--- config.mk ---
export PLATFORM = sky130hd
export DESIGN_NAME = pwmto_top
export DESIGN_NICKNAME = d
export VERILOG_FILES = /design/src/pwmto_prescaler.v /design/src/pwmto_top.v
export VERILOG_INCLUDE_DIRS = /design/src /design/src/src
export SDC_FILE = /design/constraint.sdc
export NUM_CORES = 1
export LEC_CHECK = 0
export BUFFER_PORTS_ARGS = -buffer_cell sky130_fd_sc_hd__buf_2
export CORE_UTILIZATION = 25
export CTS_BUF_LIST = sky130_fd_sc_hd__clkbuf_4
export CTS_CLUSTER_DIAMETER = 50
export CTS_CLUSTER_SIZE = 40
export DETAILED_ROUTE_END_ITERATION = 8
export HOLD_SLACK_MARGIN = 0.15
export PLACE_DENSITY = 0.52
export SKIP_LAST_GASP = 1
export SLEW_MARGIN = 40
export SYNTH_ARGS = -nofsm -noshare
export SYNTH_HDL_FRONTEND = slang
export SYNTH_SLANG_ARGS = --single-unit
--- constraint.sdc ---
create_clock -name SYS_CLK -period 3.4 [get_ports SYS_CLK]
set_clock_uncertainty 0.2 [all_clocks]
set_input_delay 0.17 -clock SYS_CLK [delete_from_list [all_inputs] [get_ports SYS_CLK]]
set_output_delay 0.17 -clock SYS_CLK [all_outputs]
set_load 0.03 [all_outputs]
--- src/pwmto_map.vh ---
// Constants for the standard pulse-width output block.
// Assumes inclusion by bare name from the block's design files.
`ifndef PWMTO_MAP_VH
`define PWMTO_MAP_VH

`define PWMTO_PERIOD_W      8
`define PWMTO_DUTY_W        10
`define PWMTO_FRAC_W        2
`define PWMTO_PRESC_W       2
`define PWMTO_PERIOD_RST    8'hff
`define PWMTO_DUTY_RST      10'h000
`define PWMTO_PRESC_1       2'h0
`define PWMTO_PRESC_4       2'h1
`define PWMTO_PRESC_16      2'h2
`define PWMTO_PRESC_64      2'h3

`endif

--- src/pwmto_prescaler.v ---
// Timer input prescaler: turns the system clock into a tick enable.
// Assumes one clock; advance only while the timer is running and awake.
`timescale 1ns/1ns
`include "pwmto_map.vh"

module pwmto_prescaler (
    input  wire                      clk,
    input  wire                      rst_b,
    input  wire                      run,
    input  wire [`PWMTO_PRESC_W-1:0] sel,
    output reg                       tick
);

    reg [5:0] div_q;
    reg [5:0] div_d;
    reg [5:0] lim;

    always @* begin
        case (sel)
            `PWMTO_PRESC_1:  lim = 6'h00;
            `PWMTO_PRESC_4:  lim = 6'h03;
            `PWMTO_PRESC_16: lim = 6'h0f;
            default:         lim = 6'h3f;
        endcase
        tick  = run && (div_q >= lim);
        div_d = tick ? 6'h00 : div_q + 6'h01;
    end

    // Holding the count while stopped keeps sleep from shifting phase
    always @(posedge clk) begin
        if (!rst_b) begin
            div_q <= 6'h00;
        end else if (run) begin
            div_q <= div_d;
        end
    end

endmodule // pwmto_prescaler

--- src/pwmto_top.v ---
// Standard pulse-width output: period timer, period match, duty compare.
// Assumes configuration inputs come from logic on SYS_CLK; SLEEP is a pin.
//
// Notes on behaviour
// - Pulse width resolution up to ten bits
// - Output high for on time, else low
// - Zero duty low always; full duty high
// - Period, duty, resolution set by control inputs
// - Sleep freezes timer, fraction and duty state; pin direction still follows
// - Pin keeps its level during sleep while CCP_ENABLE is high
// - Timer resumes from held value on wake
// - Output rate is system clock divided by prescaler, four fractional steps per count and period limit plus one
// - Reset makes pin input, registers default
// - High at period start, low on match
// - Timer clears on period match, restarts
`timescale 1ns/1ns
`include "pwmto_map.vh"

module pwmto_top #(
    parameter PERIOD_W = `PWMTO_PERIOD_W,
    parameter DUTY_W   = `PWMTO_DUTY_W
) (
    input  wire                      SYS_CLK,
    input  wire                      RST_B,
    input  wire                      SLEEP,
    input  wire                      TIMER_ON,
    input  wire [`PWMTO_PRESC_W-1:0] TIMER_PRESCALE,
    input  wire                      CCP_ENABLE,
    input  wire [PERIOD_W-1:0]       PERIOD_LIMIT_REGISTER,
    input  wire [DUTY_W-1:0]         DUTY_VALUE_REGISTER,
    input  wire                      PIN_DIRECTION_BIT,
    output reg                       MODULATED_OUTPUT_PIN,
    output reg                       MODULATED_OUTPUT_PIN_OE,
    output reg  [PERIOD_W-1:0]       PERIOD_TIMER_COUNT,
    output reg                       PERIOD_START
);

    localparam FRAC_W = `PWMTO_FRAC_W;

    ////////////////////////////////////////////////////////////////////////
    // Sleep pin synchroniser

    reg sleep_s1_q;
    reg sleep_s2_q;

    always @(posedge SYS_CLK) begin
        if (!RST_B) begin
            sleep_s1_q <= 1'b0;
            sleep_s2_q <= 1'b0;
        end else begin
            sleep_s1_q <= SLEEP;
            sleep_s2_q <= sleep_s1_q;
        end
    end

    wire awake = !sleep_s2_q;

    ////////////////////////////////////////////////////////////////////////
    // Time base

    wire tick;

    pwmto_prescaler u_presc (
        .clk   (SYS_CLK),
        .rst_b (RST_B),
        .run   (TIMER_ON && awake),
        .sel   (TIMER_PRESCALE),
        .tick  (tick)
    );

    // Two fractional bits step on each prescaled tick below the count
    reg  [FRAC_W-1:0] frac_q;
    reg  [FRAC_W-1:0] frac_d;
    reg  [PERIOD_W-1:0] tmr_d;
    reg  [DUTY_W-1:0] duty_q;
    reg  [DUTY_W-1:0] duty_d;
    reg               out_d;
    reg               start_d;
    wire              step = TIMER_ON && awake;
    wire [DUTY_W-1:0] fine = {PERIOD_TIMER_COUNT, frac_q};
    wire              match = (PERIOD_TIMER_COUNT == PERIOD_LIMIT_REGISTER);

    always @* begin
        frac_d  = frac_q;
        tmr_d   = PERIOD_TIMER_COUNT;
        duty_d  = duty_q;
        out_d   = MODULATED_OUTPUT_PIN;
        start_d = 1'b0;
        if (step) begin
            // Stepping on tick keeps on time scaled with the period
            if (tick) begin
                frac_d = frac_q + {{(FRAC_W-1){1'b0}}, 1'b1};
            end
            if (frac_q == {FRAC_W{1'b1}} && tick) begin
                if (match) begin
                    tmr_d   = {PERIOD_W{1'b0}};
                    duty_d  = DUTY_VALUE_REGISTER;
                    start_d = 1'b1;
                    // High at start unless duty is zero
                    out_d   = (DUTY_VALUE_REGISTER != {DUTY_W{1'b0}});
                end else begin
                    tmr_d = PERIOD_TIMER_COUNT + {{(PERIOD_W-1){1'b0}}, 1'b1};
                end
            end
            // Duty above period never matches so output stays high
            if (tick && !start_d && (fine + {{(DUTY_W-1){1'b0}}, 1'b1}) == duty_q) begin
                out_d = 1'b0;
            end
        end
        if (!CCP_ENABLE) begin
            out_d = 1'b0;
        end
    end

    always @(posedge SYS_CLK) begin
        if (!RST_B) begin
            frac_q                  <= {FRAC_W{1'b0}};
            PERIOD_TIMER_COUNT      <= {PERIOD_W{1'b0}};
            duty_q                  <= `PWMTO_DUTY_RST;
            MODULATED_OUTPUT_PIN    <= 1'b0;
            PERIOD_START            <= 1'b0;
        end else begin
            // Timer and duty hold when asleep; pin holds last level unless CCP_ENABLE is low
            frac_q               <= frac_d;
            PERIOD_TIMER_COUNT   <= tmr_d;
            duty_q               <= duty_d;
            MODULATED_OUTPUT_PIN <= out_d;
            PERIOD_START         <= start_d;
        end
    end

    ////////////////////////////////////////////////////////////////////////
    // Pin direction

    always @(posedge SYS_CLK) begin
        if (!RST_B) begin
            MODULATED_OUTPUT_PIN_OE <= 1'b0;
        end else begin
            MODULATED_OUTPUT_PIN_OE <= !PIN_DIRECTION_BIT;
        end
    end

endmodule // pwmto_top

Word-level counts from Yosys, hierarchy flattened. Index checks and enable logic that the tools add are counted.

Register bits after elaboration: 31. Output and inout bits: 11.

Add/subtract/negate cells: 4. $lt $le $gt $ge: 1. Equality and inequality tests: 5. Mux-type cells: 9. Reductions and logical operators: 18.

Operator list (count): $pmux W6 S3 (1); $add A10 B1 Y10 const B (1); $eq A10 B10 Y1 (1); $reduce_bool A10 Y1 (1); $add A8 B1 Y8 const B (1); $eq A8 B8 Y1 (1); $mux W8 (1); $reduce_and A2 Y1 (4); $add A6 B1 Y6 const B (1); $ge A6 B6 Y1 (1); $mux W1 (6); $mux W6 (1); $reduce_and A3 Y1 (2); $logic_and A1 B1 Y1 (5); $eq A2 B2 Y1 const B (2); $reduce_bool A2 Y1 (2); $logic_not A1 Y1 (3); $add A2 B1 Y2 const B (1); $eq A2 B1 Y1 const B (1); $logic_not A2 Y1 (1).

Depth between registers and ports, before layout. Gate-level depths: netlist (run 1).

Depth in word-level cells: 12. Gate-level depth with buffers: 9. Gate-level depth less buffers: 8.

Modules after synthesis. A second synthesis (run 1) with hierarchy kept.

Cells, all modules: 200. Area, all modules: 1844.3 um^2.

Modules (own cells, without submodules): pwmto_top (times used 1, cells an instance 155, area an instance 1410.1 um^2, sequential area each 500.5 um^2); pwmto_prescaler (times used 1, cells an instance 45, area an instance 434.2 um^2, sequential area each 120.1 um^2).

Least setup slack after synthesis (run 1). No wires, ideal clock.

Path type: reg2reg. Start point: register PERIOD_TIMER_COUNT[1]. End point: register MODULATED_OUTPUT_PIN. Data arrival time: 2.106 ns. Data required time: 3.070 ns. Slack: 0.964 ns. Cell stages (with the launch flop): 8. Buffers on the path: 0. Period minus slack after synthesis: 2.436 ns. Path through: dfxtp_1 -> ha_1 -> and4_1 -> mux2_1 -> mux2i_1 -> a22oi_1 -> a2111oi_0 -> o22ai_1.

Longest elaborated chain between the ends: 9. Elaborated cells on any way between the ends: 13.

Ends and longest elaborated chain: start, declared (RTL line pwmto_top.v:34) `output reg [PERIOD_W-1:0] PERIOD_TIMER_COUNT,`; start signal, assigned (RTL line pwmto_top.v:118) `PERIOD_TIMER_COUNT <= {PERIOD_W{1'b0}};`; start signal, assigned (RTL line pwmto_top.v:125) `PERIOD_TIMER_COUNT <= tmr_d;`; parallel branches: the longest is 9 deep, another holds $add A10 B1 Y10; end signal, assigned (RTL line pwmto_top.v:127) `MODULATED_OUTPUT_PIN <= out_d;`; end, declared (RTL line pwmto_top.v:32) `output reg MODULATED_OUTPUT_PIN,`.

Several ways; the timed one is not identified. The select of a mux whose other input is x is not followed. A chain may end at the register's enable or synchronous reset.

Worst setup path in the final report (run 1).
Start point: register frac_q[0]. End point: register MODULATED_OUTPUT_PIN.

Longest elaborated chain between the ends: 9. Elaborated cells on any way between the ends: 13.

Ends and longest elaborated chain: start, declared (RTL line pwmto_top.v:72) `reg [FRAC_W-1:0] frac_q;`; start signal, assigned (RTL line pwmto_top.v:117) `frac_q <= {FRAC_W{1'b0}};`; start signal, assigned (RTL line pwmto_top.v:124) `frac_q <= frac_d;`; parallel branches: the longest is 9 deep, another holds $add A10 B1 Y10.

Several ways; the timed one is not identified. The select of a mux whose other input is x is not followed.

==> impl_metrics.yaml, run 1 <==
place:
  pre_cts_slack_ns: 0.692
  io_buffers: 36
  gp_congestion: 0.778
  post-dp-hpwl_um: 3110
global_routing:
  grtUsageMet2_pct: 17.7
  use_met1_pct: 17.8
  grtUsageMet3_pct: 3.56
  antenna_found_initial: 0
  grt_max_degree: 17
  grtUsageTotal_pct: 12.6
  grt_pass1_vias: 1463
  top_usage_layer: "met1"
  overflow: 0
  grt_pass1_wl_um: 7180
yosys:
  ys_seq_elements: 31
  synth_compound_area_share_pct: 8.42
  yosys.area.top_type: "dfxtp_1"
  synth_edf_count: 0
  muxShareOfSynthArea_pct: 7.43
  synthXorXnorAreaFrac_pct: 13.9
  synthAdderAreaFrac_pct: 4.95
  ys.warnings.count: 0
  syn_nets: 233
  synthArstFlopShare_pct: 0
  yosysTopAreaCellShare_pct: 35.1
  yosys.area_share.simple_pct: 26.5
  synth_top_family_by_area: "simple AND/OR/NAND/NOR gates"
  yosysSeqAreaShare_pct: 35.1
  synthCells: 200
  ys_top_cells_by_area: "dfxtp_1, xor2_1, mux2i_1, nor2_1, ha_1"
  ys.flop_type: "dfxtp_1"
  netlist-cell-type-count: 43
  syn_area_sq_mm: 0.00177
  syn_area_per_cell_sq_um: 8.84
sta:
  max_freq_ghz: 0.309
  finalHoldViolations: 0
  finalCritPeriodShare_pct: 95.1
  worstMarginPinSlew_ns: 0.529
  rsz0062_at_grt: "false"
  fin_setup_tns_ns: 0
  slew_headroom_pct: 64.8
  fin_ws_ns: 0.167
  finalMaxSlewViolations: 0
  period_minus_slack_ns: 3.23
  setup_viol: 0
  hold_ws_ns: 0.242
power:
  peakVddDrop_mv: 0.171
  switching_share_pct: 23.8
  p_per_area_mw_per_mm2: 323
  p_comb_share_pct: 10.6
  power_frac_clock_pct: 38.6
  leakage_nw: 1.03
  p_switching_mw: 0.174
  internal_power_mw: 0.558
  seqPwrFrac_pct: 50.9
critical_path:
  path_cells: "ha_2 > and4_1 > mux2_1 > mux2i_1 > a22oi_1 > a2111oi_0 > o22ai_1 > dlygate4sd3_1"
  cp_max_fo: 9
  end_kind: "flop"
  path_buf_inv: 1
  path_class: "flop to flop"
  cp_data_arrival_time_ns: 3.26
  cpMaxStageDelayCell: "dlygate4sd3_1"
  crit_path_start_kind: "flop"
  slowest_delay_ns: 0.58
  crit_family: "compound AO/OA/AOI/OAI gates"
  worstPathRequired_ns: 3.42
floorplan:
  start_util_pct: 26.0
  core_area_sq_mm: 0.00679
  die_area_sq_mm: 0.00741
  pin_count: 37
  num_rows: 30
  die_h_um: 86.1
  die_x_um: 86.1
drt:
  drc_errors: 0
  drt_iter0_markers: 59
  wire_per_inst_um: 12.4
  dr.pass1.iters: 4
  ant_nets: 0
  vias_per_cell: 4.51
  wirelength_um: 4320
  vias: 1570
cts:
  cts_made_buffers: 5
  clock_path_buffers: 2
  root_buffer: "clkbuf_4"
  cts_max_level: 2
  cts_setup_buffers: 0
  cts_sinks: 31
  clk_pin_slew_ns: 0.11
  cts_tree: "built"
  clock_latency_ns: 0.34
finish:
  diodes: 0
  syn_to_final_growth_pct: 28.0
  drive_gt1_share_pct: 21.0
  final_cell_mix: "buf_2, dfxtp_1, nor2_1"
  final_common_cell: "buf_2"
  nets: 284
  n_fill_cell: 725
worst_hold_path:
  min_path_type: "flop to flop"
run_status:
  status: "complete, no violations"
job:
  cap_violations: 0
through the flow:
stage	total power, mW	std cells	instance area [sq um]	utilization (%)
after floorplan	0.417	200	1770	-
after detailed placement	0.444	323	2010	29.7
final	0.732	348	2260	33.3
after CTS	0.743	348	2260	33.3
after global placement	0.443	323	2010	29.7
after global routing	0.771	348	2260	33.3
kinds of logic (layout without fill, tap and decap cells):
kind of cell | count (synthesis) | in the layout
xor+xnor | 28 | 28
mux | 13 | 13
flops | 31 | 31
compound gates | 22 | 22
buf+inv | 12 | 64
simple gates | 87 | 87
fa+ha+maj | 7 | 7
area by class of cell:
type	instances	area, sq um	area share (%)
Multi-Input combinational cell	157	1080	47.9
Clock buffer	5	37.5	1.66
Sequential cell	31	621	27.4
Inverter	3	11.3	0.498
Timing Repair Buffer	53	350	15.5
Clock inverter	3	38.8	1.71
Tap cell	96	120	5.31
cell usage after synthesis, drive strengths merged (3+ instances only):
cell type / number
and2: 4
nor2: 29
dfxtp: 31
xnor2: 8
nor4: 4
xor2: 20
mux2i: 12
a21oi: 9
ha: 7
inv: 3
nand3: 8
nand2: 13
nor3: 4
nand4: 8
and3: 4
buf: 7
o21ai: 4
worst register-to-register path: stages (launching register included):
cell and delay, ns:
dfxtp_1 0.48, ha_2 0.36, and4_1 0.32, mux2_1 0.34
mux2i_1 0.12, a22oi_1 0.11, a2111oi_0 0.46, o22ai_1 0.15
dlygate4sd3_1 0.58
worst paths after layout:
check,from,endpoint,slack (ns),cells after the start
hold reg to reg,sleep_s1_q,sleep_s2_q,0.24,1
setup / recovery,frac_q[0],MODULATED_OUTPUT_PIN,0.17,8
setup reg to reg,frac_q[0],MODULATED_OUTPUT_PIN,0.17,8
hold / removal,sleep_s1_q,sleep_s2_q,0.24,1
power by group through the flow:
stage                     combinational, mW  clock, mW  sequential (mW)
after floorplan                      0.0359          0            0.381
after global placement               0.0625          0            0.381
after detailed placement             0.0633          0            0.381
after CTS                            0.0775      0.293            0.372
after global routing                 0.0856      0.312            0.373
final                                0.0773      0.283            0.372
sequential cells by signal, indices dropped and copies added (netlist names):
signal                   count
frac_q                       2
sleep_s1_q                   1
u_presc.div_q                6
MODULATED_OUTPUT_PIN         1
PERIOD_START                 1
duty_q                      10
PERIOD_TIMER_COUNT           8
MODULATED_OUTPUT_PIN_OE      1
sleep_s2_q                   1
routing by layer:
| metal | up-vias | part of all wire, % |
|---|---|---|
| li1 | 801 | - |
| met1 | 724 | 52 |
| met2 | 37 | 41 |
| met3 | 8 | 5.0 |
| met4 | 0 | 1.5 |
| met5 | - | 0 |
repair_timing:
| item | in CTS | in global routing |
|---|---|---|
| resized for setup | 0 | 1 |
| endpoints found under the hold margin | 26 | 0 |
| endpoints found under the setup margin | 0 | 1 |
| hold buffers | 17 | 0 |
Note: power is estimated with default switching activity, not from simulation.
==> run 2, diff against run 1 <==
--- a/config.mk
+++ b/config.mk
@@ -13,6 +13,7 @@
 export CTS_CLUSTER_SIZE = 40
 export DETAILED_ROUTE_END_ITERATION = 8
 export HOLD_SLACK_MARGIN = 0.15
+export MAX_ROUTING_LAYER = met4
 export PLACE_DENSITY = 0.52
 export SKIP_LAST_GASP = 1
 export SLEW_MARGIN = 40
==> run 2 against run 1 <==
  * Sequential cell count did not move
  * First-iteration DRC count rose by 3.4%
  * Die area did not move
  * Global-route usage rose by 0.37 points
==> impl_metrics.yaml, run 2 (synthesis gave the netlist of run 1 again) <==
sta:
  period_minus_slack_ns: 3.23
  setup_viol: 0
  finalCritPeriodShare_pct: 95.0
  finalHoldViolations: 0
  rsz0062_at_grt: "false"
  slew_headroom_pct: 65.7
  max_freq_ghz: 0.310
  finalMaxSlewViolations: 0
  fin_setup_tns_ns: 0
  worstMarginPinSlew_ns: 0.515
finish:
  nets: 284
  final_cell_mix: "buf_2, dfxtp_1, nor2_1"
  fin_util_pct: 33.3
  largest_reg_flops: 10
  syn_to_final_growth_pct: 28.0
  fin_area_sq_mm: 0.00226
  diodes: 0
  reg_top3: "duty_q: 10 flops, PERIOD_TIMER_COUNT: 8 flops, u_presc.div_q: 6 flops"
  drive_gt1_share_pct: 21.0
  n_fill_cell: 725
  largest-register: "duty_q"
  final_common_cell: "buf_2"
place:
  post-dp-hpwl_um: 3110
  io_buffers: 36
  gp_congestion: 0.789
  dpl-instance-area_sq_mm: 0.00201
critical_path:
  cp_max_fo: 9
  reg2reg_from: "frac_q[0]"
  crit_path_start_kind: "flop"
  worstPathRequired_ns: 3.43
  end_kind: "flop"
  path_class: "flop to flop"
  critPathLaunch: "frac_q[0]"
  cp_data_arrival_time_ns: 3.26
drt:
  dr.pass1.iters: 4
  vias_per_cell: 4.53
  wirelength_um: 4320
  ant_nets: 0
  drt_iter0_markers: 61
  vias: 1578
  drc_errors: 0
  wire_per_inst_um: 12.4
cts:
  clk_pin_slew_ns: 0.11
  cts_sinks: 31
  root_buffer: "clkbuf_4"
  cts_max_level: 2
  cts_made_buffers: 5
  clock_path_buffers: 2
  cts_tree: "built"
  clock_latency_ns: 0.35
floorplan:
  core_area_sq_mm: 0.00679
  die_area_sq_mm: 0.00741
  die_x_um: 86.1
  die_h_um: 86.1
  pin_count: 37
  num_rows: 30
  start_util_pct: 26.0
run_status:
  status: "complete, no violations"
power:
  peakVddDrop_mv: 0.173
  leakage_nw: 1.03
  total_power_mw: 0.734
  p_per_area_mw_per_mm2: 324
global_routing:
  grt_pass1_vias: 1466
  antenna_found_initial: 0
  grt_max_degree: 17
  overflow: 0
  grtUsageTotal_pct: 12.9
  grt_pass1_wl_um: 7170
job:
  cap_violations: 0
worst_hold_path:
  min_path_type: "flop to flop"
  hold_start: "sleep_s1_q"
==> run 2: path summary, 6_finish.rpt <==
path,to,cells past startpoint,slack [ns]
max,MODULATED_OUTPUT_PIN,8,0.17
min,sleep_s2_q,1,0.24
max reg2reg,MODULATED_OUTPUT_PIN,8,0.17
min reg2reg,sleep_s2_q,1,0.24
==> run 2: through the flow <==
step | hold slack [ns] | instances | setup slack, ns
after floorplan | 0.0424 | 200 | 0.964
after global placement | 0.127 | 323 | 0.720
after detailed placement | 0.131 | 323 | 0.692
after CTS | 0.245 | 348 | 0.109
after global routing | 0.270 | 348 | 0.0352
final | 0.243 | 348 | 0.170
==> run 2: repair_timing <==
item                                   4_1_cts  5_1_grt
hold buffers                                17        0
endpoints found under the hold margin       26        0
setup buffers                                0        0
setup endpoints to repair                    0        1
gates resized for setup                      0        1
==> run 2: cell type report <==
type	instances	area [sq um]	area share, %
Inverter	3	11.3	0.498
Clock inverter	3	38.8	1.71
Tap cell	96	120	5.31
Sequential cell	31	621	27.4
Multi-Input combinational cell	157	1080	47.9
Clock buffer	5	37.5	1.66
Timing Repair Buffer	53	350	15.5
==> run 2: where the power goes <==
part	switching [mW]	internal (mW)	total (mW)
Combinational	0.0385	0.0389	0.0773
Sequential	0.00448	0.368	0.372
Clock	0.133	0.151	0.284
==> run 2: worst max-delay path: stages, from the launching register on <==
cell and delay, ns:
dfxtp_1 0.48, ha_2 0.36, and4_1 0.32, mux2_1 0.33, mux2i_1 0.12, a22oi_1 0.11
a2111oi_0 0.46, o22ai_1 0.15, dlygate4sd3_1 0.58
==> run 2: layer usage <==
layer	track usage, %	share of wire (%)	vias up
li1	-	-	801
met1	17.8	53	732
met2	17.7	42	38
met3	3.46	4.3	7
met4	5.00	1.5	0
met5	-	0	-
==> run 3, diff against run 2 <==
--- a/config.mk
+++ b/config.mk
@@ -19,4 +19,5 @@
 export SLEW_MARGIN = 40
 export SYNTH_ARGS = -nofsm -noshare
 export SYNTH_HDL_FRONTEND = slang
+export SYNTH_HIERARCHICAL = 1
 export SYNTH_SLANG_ARGS = --single-unit
==> run 3 against run 2 <==
  * Critical path depth up 1
  * Worst hold slack gained 0.0013 ns
  * First-iteration DRC count rose by 23%
  * Sequential share of layout area down 0.97 points
  * Critical endpoint unchanged
  * Largest cell class unchanged
==> impl_metrics.yaml, run 3 <==
yosys:
  ys.flop_type: "dfxtp_1"
  synthCells: 200
  yosys.area.top_type: "dfxtp_1"
  syn_nets: 235
  synth_common_cells: "dfxtp_1, nor2_1, xor2_1"
  netlist-cell-type-count: 41
  yosysMostFrequentCell: "dfxtp_1"
  syn_area_sq_mm: 0.00184
  yosysTopAreaCellShare_pct: 33.6
  ys_seq_elements: 31
  ys_top_cells_by_area: "dfxtp_1, xor2_1, mux2i_1, ha_1, nor2_1"
  yosysSeqAreaShare_pct: 33.6
  synthArstFlopShare_pct: 0
  ys.warnings.count: 6
  synth_edf_count: 0
  syn_area_per_cell_sq_um: 9.22
worst_hold_path:
  min_path_type: "flop to flop"
  hold_depth: 1
  hold_start: "sleep_s1_q"
  whs_endpoint: "sleep_s2_q"
sta:
  max_freq_ghz: 0.376
  fin_ws_ns: 0.739
  finalHoldViolations: 0
  finalCritPeriodShare_pct: 78.3
  worstMarginPinSlew_ns: 0.659
  period_minus_slack_ns: 2.66
  rsz0062_at_grt: "false"
  finalMaxSlewViolations: 0
  fin_setup_tns_ns: 0
  setup_viol: 0
  slew_headroom_pct: 56.0
cts:
  cts_tree: "built"
  clk_pin_slew_ns: 0.10
  clock_path_buffers: 2
  post_cts_resized: 0
  cts_max_level: 2
  cts_sinks: 31
  cts_made_buffers: 5
  clock_latency_ns: 0.33
  root_buffer: "clkbuf_4"
critical_path:
  cp_data_arrival_time_ns: 2.68
  reg2reg_from: "u_presc/div_q[0]"
  path_class: "flop to flop"
  reg2reg_depth: 9
  worstPathRequired_ns: 3.42
  crit_path_start_kind: "flop"
  path_cells: "inv_1 > ha_1 > nand2b_1 > a21oi_1 > o31ai_1 > nand3b_1 > a2111o_1 > o311ai_1 > nand3_1"
  cp_max_fo: 4
  cpMaxStageDelayCell: "a2111o_1"
  end_kind: "flop"
  r2r-end: "MODULATED_OUTPUT_PIN"
  ff2ff_setup_slack_ns: 0.74
  slowest_delay_ns: 0.44
global_routing:
  grt_pass1_vias: 1576
  grt_max_degree: 21
  overflow: 0
  grt_pass1_wl_um: 7470
  antenna_found_initial: 0
  grtUsageTotal_pct: 12.9
drt:
  drt_iter0_markers: 75
  ant_nets: 0
  vias: 1580
  vias_per_cell: 4.50
  wirelength_um: 4330
  wire_per_inst_um: 12.3
  dr.pass1.iters: 4
  drc_errors: 0
floorplan:
  core_area_sq_mm: 0.00694
  die_area_sq_mm: 0.00772
  num_rows: 30
  die_x_um: 87.9
  pin_count: 37
  die_h_um: 87.9
  start_util_pct: 26.6
finish:
  largest-register: "duty_q"
  final_cells: 351
  diodes: 0
  final_common_cell: "buf_2"
  syn_to_final_growth_pct: 27.2
  nets: 289
  fin_util_pct: 33.8
  reg_top3: "duty_q: 10 flops, PERIOD_TIMER_COUNT: 8 flops, u_presc/div_q: 6 flops"
  drive_gt1_share_pct: 21.6
  largest_reg_flops: 10
  final_cell_mix: "buf_2, dfxtp_1, nor2_1"
place:
  dp_cells: 327
  io_buffers: 36
  post-dp-hpwl_um: 3200
  gp_congestion: 0.780
  pre_cts_slack_ns: 0.610
power:
  p_per_area_mw_per_mm2: 313
  leakage_nw: 1.09
  peakVddDrop_mv: 0.0797
run_status:
  status: "complete, no violations"
job:
  cap_violations: 0
-- run 3: cell types whose count changed after synthesis, sizes merged, moves of 2 or more --
cell	before	now
nand3	8	10
xnor2	8	10
xor2	20	18
ha	7	9
nor3	4	0
nand4	8	4
nand2	13	11
-- run 3: cell type report --
class / instances / area (sq um)
clock buffer: 5 / 37.5
clock inverter: 3 / 38.8
fill: 741 / 4600
inverter: 4 / 15.0
multi-input combinational: 155 / 1140
sequential: 31 / 621
tap: 96 / 120
timing repair buffer: 57 / 378
-- run 3: worst max path at each step --
stage                                 start                    end  slack (ns)  depth (start not counted)
after detailed placement  TIMER_PRESCALE[0]   MODULATED_OUTPUT_PIN        0.61                         10
after global placement    TIMER_PRESCALE[0]   MODULATED_OUTPUT_PIN        0.67                         10
after global routing       u_presc/div_q[0]  PERIOD_TIMER_COUNT[5]        0.52                          9
final                      u_presc/div_q[0]   MODULATED_OUTPUT_PIN        0.74                          9
after CTS                  u_presc/div_q[0]   MODULATED_OUTPUT_PIN        0.73                          9
after floorplan           TIMER_PRESCALE[0]   MODULATED_OUTPUT_PIN        0.90                          9
-- run 3: where the power goes --
| group | leakage [nW] | switching, mW | internal, mW |
|---|---|---|---|
| sequential | 0.251 | 0.00371 | 0.367 |
| combinational | 0.800 | 0.0373 | 0.0406 |
| clock | 0.0426 | 0.134 | 0.151 |
| total | 1.09 | 0.175 | 0.559 |
-- run 3: metal layers --
layer  GRT usage (%)  up-vias  share of wire (%)
met1            17.3      730                 52
li1                -      812                  -
met2            18.9       34                 43
met4            4.47        0                1.3
met3            3.02        4                4.0
met5               -        -                  0
-- run 3: per-stage QoR --
step	instance area (sq um)	power [mW]	hold WS, ns
6_report	2350	0.734	0.244
3_5_place_dp	2110	0.444	0.137
4_1_cts	2350	0.748	0.250
3_3_place_gp	2110	0.443	0.129
5_1_grt	2350	0.776	0.281
2_1_floorplan	1840	0.417	0.0424
-- run 3: repair_timing --
action	in CTS	in global routing
hold buffers	16	0
endpoints found under the hold margin	24	0
setup buffers	0	0
-- run 3: critical path: cells and delay by family (launching register included) --
family / cells / cell delay [ns]
compound gates: 4 / 1.19
simple gates: 3 / 0.43
flops: 1 / 0.40
fa+ha+maj: 1 / 0.27
buf+inv: 1 / 0.06
-- run 3: kinds of logic after synthesis --
group                      share of synthesized area [%]
adders and majority gates                           6.11
AOI/OAI and AO/OA                                   11.1
DFF                                                 33.7
buffers and inverters                               4.75
xor gates and xnor gates                            14.5
muxes                                               7.06
and+or+nand+nor                                     22.8
